**src/shared/iocsd_regs.svh**
```systemverilog
// Constants for the I/O chip-select decoder
`ifndef IOCSD_REGS_SVH
`define IOCSD_REGS_SVH
`define IOCSD_IO_SPACE_BYTES 17'h10000
`define IOCSD_DIRECT_PORT_MAX 16'h00FF
`define IOCSD_BYTE_BASE 16'h0080
`define IOCSD_WORD_BASE 16'h00C0
`define IOCSD_CONV_BASE 16'h00E0
`define IOCSD_MEM_CONV_BASE 20'hE0000
`define IOCSD_MEM_RESET_LO 20'hFFFF0
`define IOCSD_MEM_VECT_HI 20'h003FF
`define IOCSD_NUM_PAIRS 4
`endif

```
**src/shared/iocsd_pkg.sv**
```systemverilog
// Types for the I/O chip-select decoder
package iocsd_pkg;
	typedef enum logic [3:0] {
		IOCSD_MODE_SPLIT = 4'h1,
		IOCSD_MODE_BYTEONLY = 4'h2,
		IOCSD_MODE_SINGLE = 4'h4,
		IOCSD_MODE_CONV = 4'h8
	} iocsd_mode_t;
	typedef struct packed {
		logic [19:0] addr;
		logic upper_byte_enable_n;
		logic rd_n;
		logic wr_n;
		logic mem_io_n;
	} iocsd_bus_t;
	typedef struct packed {
		logic mem_rd_n;
		logic mem_wr_n;
		logic io_rd_n;
		logic io_wr_n;
	} iocsd_cmd_t;
	typedef struct packed {
		logic [3:0] even_cs_n;
		logic [3:0] odd_cs_n;
		logic word_cs_n;
		logic conv_cs_n;
		logic conv_hi_lane;
		iocsd_cmd_t cmd;
	} iocsd_out_t;
	typedef struct packed {
		iocsd_out_t outs;
	} iocsd_state_t;
endpackage

```
**src/hw/iocsd_decoder.sv**
```systemverilog
// I/O chip-select decoder for byte and word peripherals
// Overview of operation
// - I/O space of 64K byte ports decoded apart from memory space
// - Ports 0 to 255 direct; ports above 255 select no device
// - Odd byte transfers use upper data lane, even ones lower lane
// - Split mode: even word transfer selects both even and odd device
// - Odd word transfers become two byte cycles, seen as byte accesses
// - Single mode: even word transfer selects only the even device
// - Bus converter steers both lanes onto one byte bus, consecutive addresses
// - Distinct commands fix each peripheral's address space
`timescale 1ns/1ps
`include "iocsd_regs.svh"
module iocsd_decoder
	import iocsd_pkg::*;
(
	// Clock and reset
	input wire logic clk,
	input wire logic reset_n,
	// Latched processor bus, same clock
	input iocsd_bus_t bus,
	input iocsd_mode_t mode,
	// Selects and commands
	output iocsd_out_t outs
);
	iocsd_state_t st_r;
	iocsd_state_t st_nxt;

	// Block match over a decode block of eight bytes, upper address nibble zero
	function automatic logic blk_hit(input logic [19:0] a, input logic [15:0] base);
		blk_hit = (a[19:16] == 4'h0) && (a[15:3] == base[15:3]);
	endfunction

	logic is_io;
	logic is_mem;
	logic access;
	logic a0;
	logic ube;
	logic word_xfer;
	logic byte_hit;
	logic mem_safe;
	logic [1:0] pair;
	logic word_hit;
	logic conv_hit;

	always_comb begin
		is_io = ~bus.mem_io_n;
		is_mem = bus.mem_io_n;
		access = ~bus.rd_n | ~bus.wr_n;
		a0 = bus.addr[0];
		ube = ~bus.upper_byte_enable_n;
		word_xfer = ~a0 & ube;
		pair = bus.addr[2:1];
		byte_hit = is_io && access && blk_hit(bus.addr, `IOCSD_BYTE_BASE);
		word_hit = is_io && access && blk_hit(bus.addr, `IOCSD_WORD_BASE);
		mem_safe = (bus.addr > `IOCSD_MEM_VECT_HI) && (bus.addr < `IOCSD_MEM_RESET_LO);
		conv_hit = is_mem && access && mem_safe && (bus.addr[19:16] == 4'(`IOCSD_MEM_CONV_BASE >> 16));
		st_nxt = st_r;
		st_nxt.outs.even_cs_n = 4'hF;
		st_nxt.outs.odd_cs_n = 4'hF;
		st_nxt.outs.word_cs_n = 1'b1;
		st_nxt.outs.conv_cs_n = 1'b1;
		st_nxt.outs.conv_hi_lane = a0;
		// Four separate commands from shared strobes
		st_nxt.outs.cmd.mem_rd_n = ~(is_mem & ~bus.rd_n);
		st_nxt.outs.cmd.mem_wr_n = ~(is_mem & ~bus.wr_n);
		st_nxt.outs.cmd.io_rd_n = ~(is_io & ~bus.rd_n);
		st_nxt.outs.cmd.io_wr_n = ~(is_io & ~bus.wr_n);
		if (byte_hit) begin
			unique case (mode)
				IOCSD_MODE_SPLIT: begin
					st_nxt.outs.even_cs_n[pair] = a0;
					st_nxt.outs.odd_cs_n[pair] = ~ube;
				end
				IOCSD_MODE_BYTEONLY: begin
					st_nxt.outs.even_cs_n[pair] = ~(~a0 & ~ube);
					st_nxt.outs.odd_cs_n[pair] = ~(a0 & ube);
				end
				IOCSD_MODE_SINGLE: begin
					st_nxt.outs.even_cs_n[pair] = a0;
					st_nxt.outs.odd_cs_n[pair] = ~(a0 & ube);
				end
				IOCSD_MODE_CONV: begin
				end
				default: begin
				end
			endcase
		end
		if (word_hit && word_xfer)
			st_nxt.outs.word_cs_n = 1'b0;
		if (mode == IOCSD_MODE_CONV && conv_hit)
			st_nxt.outs.conv_cs_n = 1'b0;
		if (!reset_n) begin
			st_nxt.outs.even_cs_n = 4'hF;
			st_nxt.outs.odd_cs_n = 4'hF;
			st_nxt.outs.word_cs_n = 1'b1;
			st_nxt.outs.conv_cs_n = 1'b1;
			st_nxt.outs.conv_hi_lane = 1'b0;
			st_nxt.outs.cmd = 4'hF;
		end
	end

	always_ff @(posedge clk) begin
		st_r <= st_nxt;
	end

	assign outs = st_r.outs;

	// Reset and idle bus
	AST_RESET_IDLE: assert property (@(posedge clk)
		!reset_n |=> (outs.even_cs_n == 4'hF && outs.odd_cs_n == 4'hF && outs.word_cs_n &&
		outs.conv_cs_n && outs.cmd == 4'hF && !outs.conv_hi_lane))
		else $error("outputs not idle after reset");

	AST_IDLE_NO_CS: assert property (@(posedge clk) disable iff (!reset_n)
		(bus.rd_n && bus.wr_n) |=>
		(outs.even_cs_n == 4'hF && outs.odd_cs_n == 4'hF && outs.word_cs_n && outs.conv_cs_n))
		else $error("select active without access");

	AST_IDLE_NO_CMD: assert property (@(posedge clk) disable iff (!reset_n)
		(bus.rd_n && bus.wr_n) |=> (outs.cmd == 4'hF))
		else $error("command active without access");

	// Address spaces
	AST_MEM_NO_IO_CS: assert property (@(posedge clk) disable iff (!reset_n)
		bus.mem_io_n |=> (outs.even_cs_n == 4'hF && outs.odd_cs_n == 4'hF && outs.word_cs_n))
		else $error("I/O select during memory cycle");

	AST_IO_NO_CONV: assert property (@(posedge clk) disable iff (!reset_n)
		!bus.mem_io_n |=> outs.conv_cs_n)
		else $error("memory select during I/O cycle");

	AST_HIGH_PORT: assert property (@(posedge clk) disable iff (!reset_n)
		(!bus.mem_io_n && bus.addr[15:0] > `IOCSD_DIRECT_PORT_MAX) |=>
		(outs.even_cs_n == 4'hF && outs.odd_cs_n == 4'hF && outs.word_cs_n))
		else $error("select for port beyond the direct range");

	// Byte lanes
	AST_SPLIT_WORD: assert property (@(posedge clk) disable iff (!reset_n)
		(byte_hit && mode == IOCSD_MODE_SPLIT && word_xfer) |=>
		(outs.even_cs_n[$past(pair)] == 1'b0 && outs.odd_cs_n[$past(pair)] == 1'b0))
		else $error("split word did not select both");

	AST_SPLIT_ODD: assert property (@(posedge clk) disable iff (!reset_n)
		(byte_hit && mode == IOCSD_MODE_SPLIT && a0 && ube) |=>
		(outs.odd_cs_n[$past(pair)] == 1'b0 && outs.even_cs_n == 4'hF))
		else $error("split odd byte selected the wrong device");

	AST_EVEN_BYTE: assert property (@(posedge clk) disable iff (!reset_n)
		(byte_hit && mode != IOCSD_MODE_CONV && !a0 && !ube) |=>
		(outs.even_cs_n[$past(pair)] == 1'b0 && outs.odd_cs_n == 4'hF))
		else $error("even byte did not select only the lower lane");

	AST_ODD_NO_EVEN: assert property (@(posedge clk) disable iff (!reset_n)
		(byte_hit && a0) |=> (outs.even_cs_n == 4'hF))
		else $error("odd byte selected a lower lane device");

	AST_BYTEONLY_WORD: assert property (@(posedge clk) disable iff (!reset_n)
		(byte_hit && mode == IOCSD_MODE_BYTEONLY && word_xfer) |=>
		(outs.even_cs_n == 4'hF && outs.odd_cs_n == 4'hF))
		else $error("byte-only decode selected on a word");

	AST_BYTEONLY_ODD: assert property (@(posedge clk) disable iff (!reset_n)
		(byte_hit && mode == IOCSD_MODE_BYTEONLY && a0 && ube) |=> (outs.odd_cs_n[$past(pair)] == 1'b0))
		else $error("byte-only decode missed an odd byte");

	AST_SINGLE_WORD: assert property (@(posedge clk) disable iff (!reset_n)
		(byte_hit && mode == IOCSD_MODE_SINGLE && word_xfer) |=>
		(outs.odd_cs_n == 4'hF && outs.even_cs_n[$past(pair)] == 1'b0))
		else $error("single mode selected odd on word");

	AST_ODD_NEEDS_UBE: assert property (@(posedge clk) disable iff (!reset_n)
		(byte_hit && !ube) |=> (outs.odd_cs_n == 4'hF))
		else $error("odd select without upper byte enable");

	// Each pair answers only to its own address bits two and one
	for (genvar p = 0; p < `IOCSD_NUM_PAIRS; p++) begin : g_pair
		AST_PAIR_EVEN: assert property (@(posedge clk) disable iff (!reset_n)
			!outs.even_cs_n[p] |-> ($past(pair) == 2'(p)))
			else $error("even select on the wrong pair");
		AST_PAIR_ODD: assert property (@(posedge clk) disable iff (!reset_n)
			!outs.odd_cs_n[p] |-> ($past(pair) == 2'(p)))
			else $error("odd select on the wrong pair");
	end

	// Word device
	AST_WORD_ONLY: assert property (@(posedge clk) disable iff (!reset_n)
		(a0 || !ube) |=> outs.word_cs_n)
		else $error("word device selected on byte transfer");

	AST_WORD_SEL: assert property (@(posedge clk) disable iff (!reset_n)
		(word_hit && word_xfer) |=> !outs.word_cs_n)
		else $error("word device not selected on a word transfer");

	// Commands
	AST_IO_CMD: assert property (@(posedge clk) disable iff (!reset_n)
		(is_io && !bus.wr_n) |=> (!outs.cmd.io_wr_n && outs.cmd.mem_wr_n))
		else $error("I/O write command wrong");

	AST_MEM_CMD: assert property (@(posedge clk) disable iff (!reset_n)
		(is_mem && !bus.rd_n) |=> (!outs.cmd.mem_rd_n && outs.cmd.io_rd_n))
		else $error("memory read command wrong");

	// Converter and lane steering
	AST_CONV_SAFE: assert property (@(posedge clk) disable iff (!reset_n)
		!mem_safe |=> outs.conv_cs_n)
		else $error("select in reserved memory region");

	AST_CONV_SEL: assert property (@(posedge clk) disable iff (!reset_n)
		(mode == IOCSD_MODE_CONV && conv_hit) |=> !outs.conv_cs_n)
		else $error("converter not selected in its window");

	AST_CONV_NO_BYTE: assert property (@(posedge clk) disable iff (!reset_n)
		(mode == IOCSD_MODE_CONV) |=> (outs.even_cs_n == 4'hF && outs.odd_cs_n == 4'hF))
		else $error("byte select while the converter is in use");

	AST_LANE: assert property (@(posedge clk) disable iff (!reset_n)
		1'b1 |=> (outs.conv_hi_lane == $past(a0)))
		else $error("lane steering does not follow address bit zero");
endmodule

```
**config.mk**
```make
export PLATFORM = sky130hd
export DESIGN_NAME = iocsd_decoder
export DESIGN_NICKNAME = d
export VERILOG_FILES = /design/src/shared/iocsd_pkg.sv /design/src/hw/iocsd_decoder.sv
export VERILOG_INCLUDE_DIRS = /design/src /design/src/shared
export SDC_FILE = /design/constraint.sdc
export NUM_CORES = 1
export LEC_CHECK = 0
export ABC_AREA = 1
export BUFFER_PORTS_ARGS = -buffer_cell sky130_fd_sc_hd__buf_2
export CAP_MARGIN = 10
export CORE_MARGIN = 3
export CORE_UTILIZATION = 25
export CTS_CLUSTER_DIAMETER = 150
export DETAILED_ROUTE_END_ITERATION = 7
export PLACE_DENSITY = 0.61
export SLEW_MARGIN = 25
export SYNTH_ARGS = -nofsm -noshare
export SYNTH_HDL_FRONTEND = slang
export SYNTH_SLANG_ARGS = --single-unit
```
**constraint.sdc**
```tcl
create_clock -name clk -period 0.8 [get_ports clk]
set_input_delay 0.08 -clock clk [delete_from_list [all_inputs] [get_ports clk]]
set_output_delay 0.08 -clock clk [all_outputs]
set_load 0.1 [all_outputs]
```
==> results of run 1 <==
## cells in the mapped netlist
cell,count,area [um^2]
nor2_1,36,135
nand2_1,31,116
dfxtp_1,15,300
inv_1,11,41.3
nand3_1,10,50.1
a21oi_1,8,40.0
o21ai_0,8,40.0
inv_2,4,15.0
clkinv_1,1,3.75
nand2_2,1,6.26
nand2_4,1,11.3
nand3_2,1,10.0
nand4_1,1,6.26
nor2_8,1,20.0
or2_4,1,8.76
## path summary, 6_finish.rpt
kind,start,end,slack (ns),cells past startpoint
worst max-delay path,outs[6]$_SDFF_PN1_,outs[6],-0.1,1
worst min-delay path,bus[2],outs[1]$_SDFF_PN1_,0.009,3
## stage by stage
stage                     power, uW  hold WS [ns]
after detailed placement       1200         0.305
after floorplan                 984         0.164
after global placement         1200         0.302
after global routing           1690        0.0119
after CTS                      1630       0.00266
final                          1620       0.00872
## repair_timing
| action | 4_1_cts | 5_1_grt |
|---|---|---|
| buffers inserted | 0 | 0 |
| gates resized for setup | 0 | 2 |
| setup endpoints to repair | 15 | 23 |
| hold endpoints to repair | 0 | 0 |
## cell usage in the layout, fill, tap and decap left out, drive strengths merged
master,netlist,final
clkbuf,0,4
buf,0,59
nand2,33,33
nor2,37,37
nand3,11,11
or2,1,1
o21ai,8,8
dfxtp,15,15
inv,15,15
a21oi,8,8
clkinv,1,1
nand4,1,1
## report_power, final
group	internal [uW]	switching, uW
clock	194	241
combinational	181	236
sequential	758	8.03
total	1130	484
## logic make-up after synthesis
| family | after synthesis | synth area share [%] |
|---|---|---|
| AO/OA/AOI/OAI | 16 | 9.95 |
| buffers and inverters | 16 | 7.46 |
| AND/OR/NAND/NOR | 83 | 45.3 |
| flip-flops | 15 | 37.3 |
## final cells by class
cell class / count / share of cell area, %
clock buffers: 4 / 1.79
well taps: 42 / 3.59
inverters: 16 / 4.10
flip-flops and latches: 15 / 21.8
multi-input cells: 99 / 30.7
repair buffers: 59 / 38.1
## routing by layer
| metal | GRT usage, % | wire length [um] | vias to the layer above | part of all wire, % |
|---|---|---|---|---|
| li1 | - | - | 531 | - |
| met1 | 14.0 | 972 | 419 | 46 |
| met2 | 19.3 | 958 | 26 | 45 |
| met3 | 2.88 | 122 | 5 | 5.8 |
| met4 | 7.16 | 53 | 0 | 2.5 |
| met5 | 0 | 0 | - | 0 |
==> results.md, run 1 <==
* Outcome: finished, violations left
* Failing checks: negative setup slack
* Worst Tran Pin Value at 0.217 ns
* Max reg flops at 15
* # diodes at 0
* Clock-pin slew on the worst setup and hold paths at 0.09 ns
* # port buffers at 44
* Seq/Total Area, Yosys at 37.3%
* Crit-path leading delay family: flip-flops
* Syn Nets at 160
* CP Launch Type: flip-flop
* RD Place Congestion at 0.852
* DRC at 0
* Fmax at 1.11 GHz
* Tmin final at 0.900 ns
* Number of synthesized register bits at 15
* CTS root buf: clkbuf_4
* # fillers at 293
* Antenna violations before repair at 0
* Global-route wire length before repair at 3800 um
* Hold Path Class: primary input to flip-flop
* Yosys warning total at 0
* CTS tree: yes
* Finished Layout Cells at 235
* Chip width at 62.7 um
* Synth Instances at 130
* Post-place instance area at 0.00143 mm^2
* Post-Place Cells at 231
* Mapped cell area at 805 um^2
* Share of cells above drive strength 1 at 45.6%
* PnR worst setup slack at -0.0997 ns
* DRT Pass-1 Iters at 4
* Fin Setup TNS at -1.26 ns
* CP Capture Type: primary output
* Slew headroom at 85.5%
* Critical-path top delay cell: dfxtp_2
* Hold buffers post-CTS at 0
* Core area at 0.00290 mm^2
* Post-synth cell types at 15
* Largest net degree at the start of global routing at 9
* Multi-input logic area at 449 um^2
* # IOs at 45
* CTS HTree Levels at 1
* Final Cycle Share at 112%
* Die area at 0.00394 mm^2
* Starting Density at 27.7%
* Worst-path maximum fanout at 1
* Gr ovfl total at 0
* Via density at 4.17
* Routed len/inst at 8.96 um
* CTS Buf Count at 3
* Nets at 224
* CP Cell Sequence: buf_12
* Global-route usage over all layers at 11.9%
* WP data required at 0.72 ns
* Initial DRC Count at 8
* DRT antenna net count at 0
* DP Worst Slack at -0.228 ns
* Seq. cell area at 319 um^2
* WS Path Type: flip-flop to primary output
* Routed WL at 2110 um
* Worst Path Buf+Inv at 1
* Number of sinks handled by clock tree synthesis at 15
* Max-Cap Viols at 0
* VDD IR max at 0.000442 V
* Critical path arrival at 0.82 ns
* Syn Area/Cell at 6.19 um^2
* Floorplan row count at 19
* Post-layout util at 50.5%
* Final hold vios at 0
* Slew Limit Fails at 0
* Via count at 981
* Syn-to-layout area delta at 82.1%
* Final instance area at 0.00147 mm^2
* Leak at 0.000761 uW
* Max clock buf depth at 2
* Final count of negative-setup-slack endpoints at 15
* Vias in the first global route at 929
* Die height at 62.7 um
* Power Density at 1100 mW/mm^2
* Critical Path Max Stage Delay at 0.36 ns
* Setup repair after global routing missed its margin: yes
* Dpl hpwl at 1780 um
No activity file was read; power rests on OpenSTA's default activity.
==> run 2: changes to the inputs <==
--- a/config.mk
+++ b/config.mk
@@ -9,11 +9,14 @@
 export ABC_AREA = 1
 export BUFFER_PORTS_ARGS = -buffer_cell sky130_fd_sc_hd__buf_2
 export CAP_MARGIN = 10
+export CELL_PAD_IN_SITES_DETAIL_PLACEMENT = 0
+export CELL_PAD_IN_SITES_GLOBAL_PLACEMENT = 1
 export CORE_MARGIN = 3
 export CORE_UTILIZATION = 25
 export CTS_CLUSTER_DIAMETER = 150
 export DETAILED_ROUTE_END_ITERATION = 7
-export PLACE_DENSITY = 0.61
+export MAX_ROUTING_LAYER = met4
+export PLACE_DENSITY = 0.83
 export SLEW_MARGIN = 25
 export SYNTH_ARGS = -nofsm -noshare
 export SYNTH_HDL_FRONTEND = slang
==> run 2 against run 1 <==
The flow still finishes with violations (negative setup slack). Non-clock buffer count decreased by 1. Final cell count decreased by 0.43%. Worst setup slack improved by 0.016 ns. Worst hold slack improved by 0.0055 ns. Die area unchanged. Routed wire length increased by 7.7%. First-iteration DRC count increased to 3.9 times the previous value. Sequential cell count unchanged. Critical path type unchanged. Largest cell class unchanged. Largest power group unchanged.
==> results.md, run 2 (same netlist as run 1, synthesis figures left out) <==
* Outcome: finished, violations left
* Failing checks: negative setup slack
* Largest net degree at the start of global routing at 9 (unchanged)
* DRT antenna net count at 0 (unchanged)
* Routed WL at 2270 um (+7.7%)
* Syn-to-layout area delta at 81.5%
* Slew Limit Fails at 0 (unchanged)
* DRC at 0 (unchanged)
* Worst-path maximum fanout at 1 (unchanged)
* Slew headroom at 82.5% (-3.0 points)
* # fillers at 285 (-2.7%)
* Max reg flops at 15 (unchanged)
* Initial DRC Count at 31 (+23)
* Leak at 0.000756 uW (-0.74%)
* Fmax at 1.13 GHz (+1.8%)
* WS Path Type: flip-flop to primary output
* Crit-path leading delay family: flip-flops
* # diodes at 0 (unchanged)
* Hold slack at 0.0142 ns (+0.00551 ns)
* Post-CTS Setup Repair Bufs at 0 (unchanged)
* CP Cell Sequence: buf_12
* Critical-path top delay cell: dfxtp_2
* Pwr Total at 1600 uW (-0.91%)
* Worst Tran Pin Value at 0.262 ns (+0.0447 ns)
* Worst Path Buf+Inv at 1 (unchanged)
* Max clock buf depth at 2 (unchanged)
* Final instance area at 0.00146 mm^2 (-0.34%)
* Critical path arrival at 0.80 ns (-0.02 ns)
* Die height at 62.7 um (unchanged)
* Gr ovfl total at 0 (unchanged)
* Floorplan row count at 19 (unchanged)
* Post_cts resized at 0 (unchanged)
* CTS HTree Levels at 1 (unchanged)
* Routed len/inst at 9.70 um (+8.2%)
* Number of sinks handled by clock tree synthesis at 15 (unchanged)
* VDD IR max at 0.000355 V (-20%)
* Share of cells above drive strength 1 at 42.7% (-2.9 points)
* Hold Path Class: primary input to flip-flop
* Chip width at 62.7 um (unchanged)
* Via count at 966 (-1.5%)
* Post-place instance area at 0.00140 mm^2 (-2.1%)
* Setup repair after global routing missed its margin: yes
* Final hold vios at 0 (unchanged)
* Tmin final at 0.884 ns (-0.0155 ns)
* Nets at 223 (-0.45%)
* CP Capture Type: primary output
* CTS tree: yes
* Seq. cell area at 319 um^2 (unchanged)
* Vias in the first global route at 945 (+1.7%)
* Antenna violations before repair at 0 (unchanged)
* PnR worst setup slack at -0.0841 ns (+0.0155 ns)
* Dpl hpwl at 1950 um (+9.3%)
* Most common cell after layout, fill and taps aside: nor2_1
* Core area at 0.00290 mm^2 (unchanged)
* CTS Buf Count at 3 (unchanged)
* Clock-pin slew on the worst setup and hold paths at 0.09 ns (about the same)
* # IOs at 45 (unchanged)
* DRT Pass-1 Iters at 4 (unchanged)
* Most frequent cells in the layout: 36 x nor2_1, 31 x nand2_1, 29 x buf_2, 15 x dfxtp_2, 15 x buf_12
* Starting Density at 27.7% (unchanged)
* Global-route wire length before repair at 3930 um (+3.3%)
* # port buffers at 44 (unchanged)
* Max-Cap Viols at 0 (unchanged)
* WP data required at 0.72 ns (about the same)
* Final Cycle Share at 111% (-1.9 points)
* CTS root buf: clkbuf_4
* CP Launch Type: flip-flop
* Via density at 4.13 (-1.1%)
* Final count of negative-setup-slack endpoints at 15 (unchanged)
* Power Density at 1100 mW/mm^2 (-0.57%)
* Critical Path Max Stage Delay at 0.35 ns (about the same)
* Multi-input logic area at 444 um^2 (-1.1%)
* Fin Setup TNS at -1.10 ns (+0.158 ns)
* Global-route usage over all layers at 12.8% (+0.90 points)
* RD Place Congestion at 0.813 (-4.5%)
* Die area at 0.00394 mm^2 (unchanged)
==> run 2: layout make-up <==
| cell class | instances | area share [%] |
|---|---|---|
| Sequential cell | 15 | 21.9 |
| Tap cell | 42 | 3.60 |
| Timing Repair Buffer | 58 | 38.2 |
| Inverter | 16 | 4.11 |
| Clock buffer | 4 | 1.80 |
| Multi-Input combinational cell | 99 | 30.4 |
==> run 2: final timing paths <==
| kind | startpoint | to | slack, ns | cells after the start |
|---|---|---|---|---|
| min | bus[2] | outs[3]$_SDFF_PN1_ | 0.01 | 3 |
| max | outs[3]$_SDFF_PN1_ | outs[3] | -0.08 | 1 |
==> run 2: through the flow <==
step           setup slack (ns)  utilization [%]  cells
2_1_floorplan           0.00358                -    130
3_3_place_gp             -0.185             48.4    227
3_5_place_dp             -0.221             48.4    227
4_1_cts                  -0.103             50.3    234
5_1_grt                  -0.130             50.3    234
6_report                -0.0841             50.3    234
==> run 2: power by group <==
group / total [uW] / switching [uW] / leakage [uW] / internal, uW
Clock: 419 / 226 / 0.0000150 / 193
Sequential: 767 / 8.66 / 0.000116 / 758
Combinational: 417 / 237 / 0.000625 / 180
Total: 1600 / 471 / 0.000756 / 1130
==> run 2: repair_timing <==
action | 4_1_cts | 5_1_grt
hold buffers | 3 | 0
endpoints found under the hold margin | 2 | 0
setup endpoints to repair | 15 | 15
==> run 2: layer usage <==
layer	part of all wire, %	vias to the layer above	track usage [%]
li1	-	531	-
met1	42	399	14.3
met2	52	32	21.8
met3	4.1	4	2.52
met4	1.7	0	5.79
met5	0	-	-
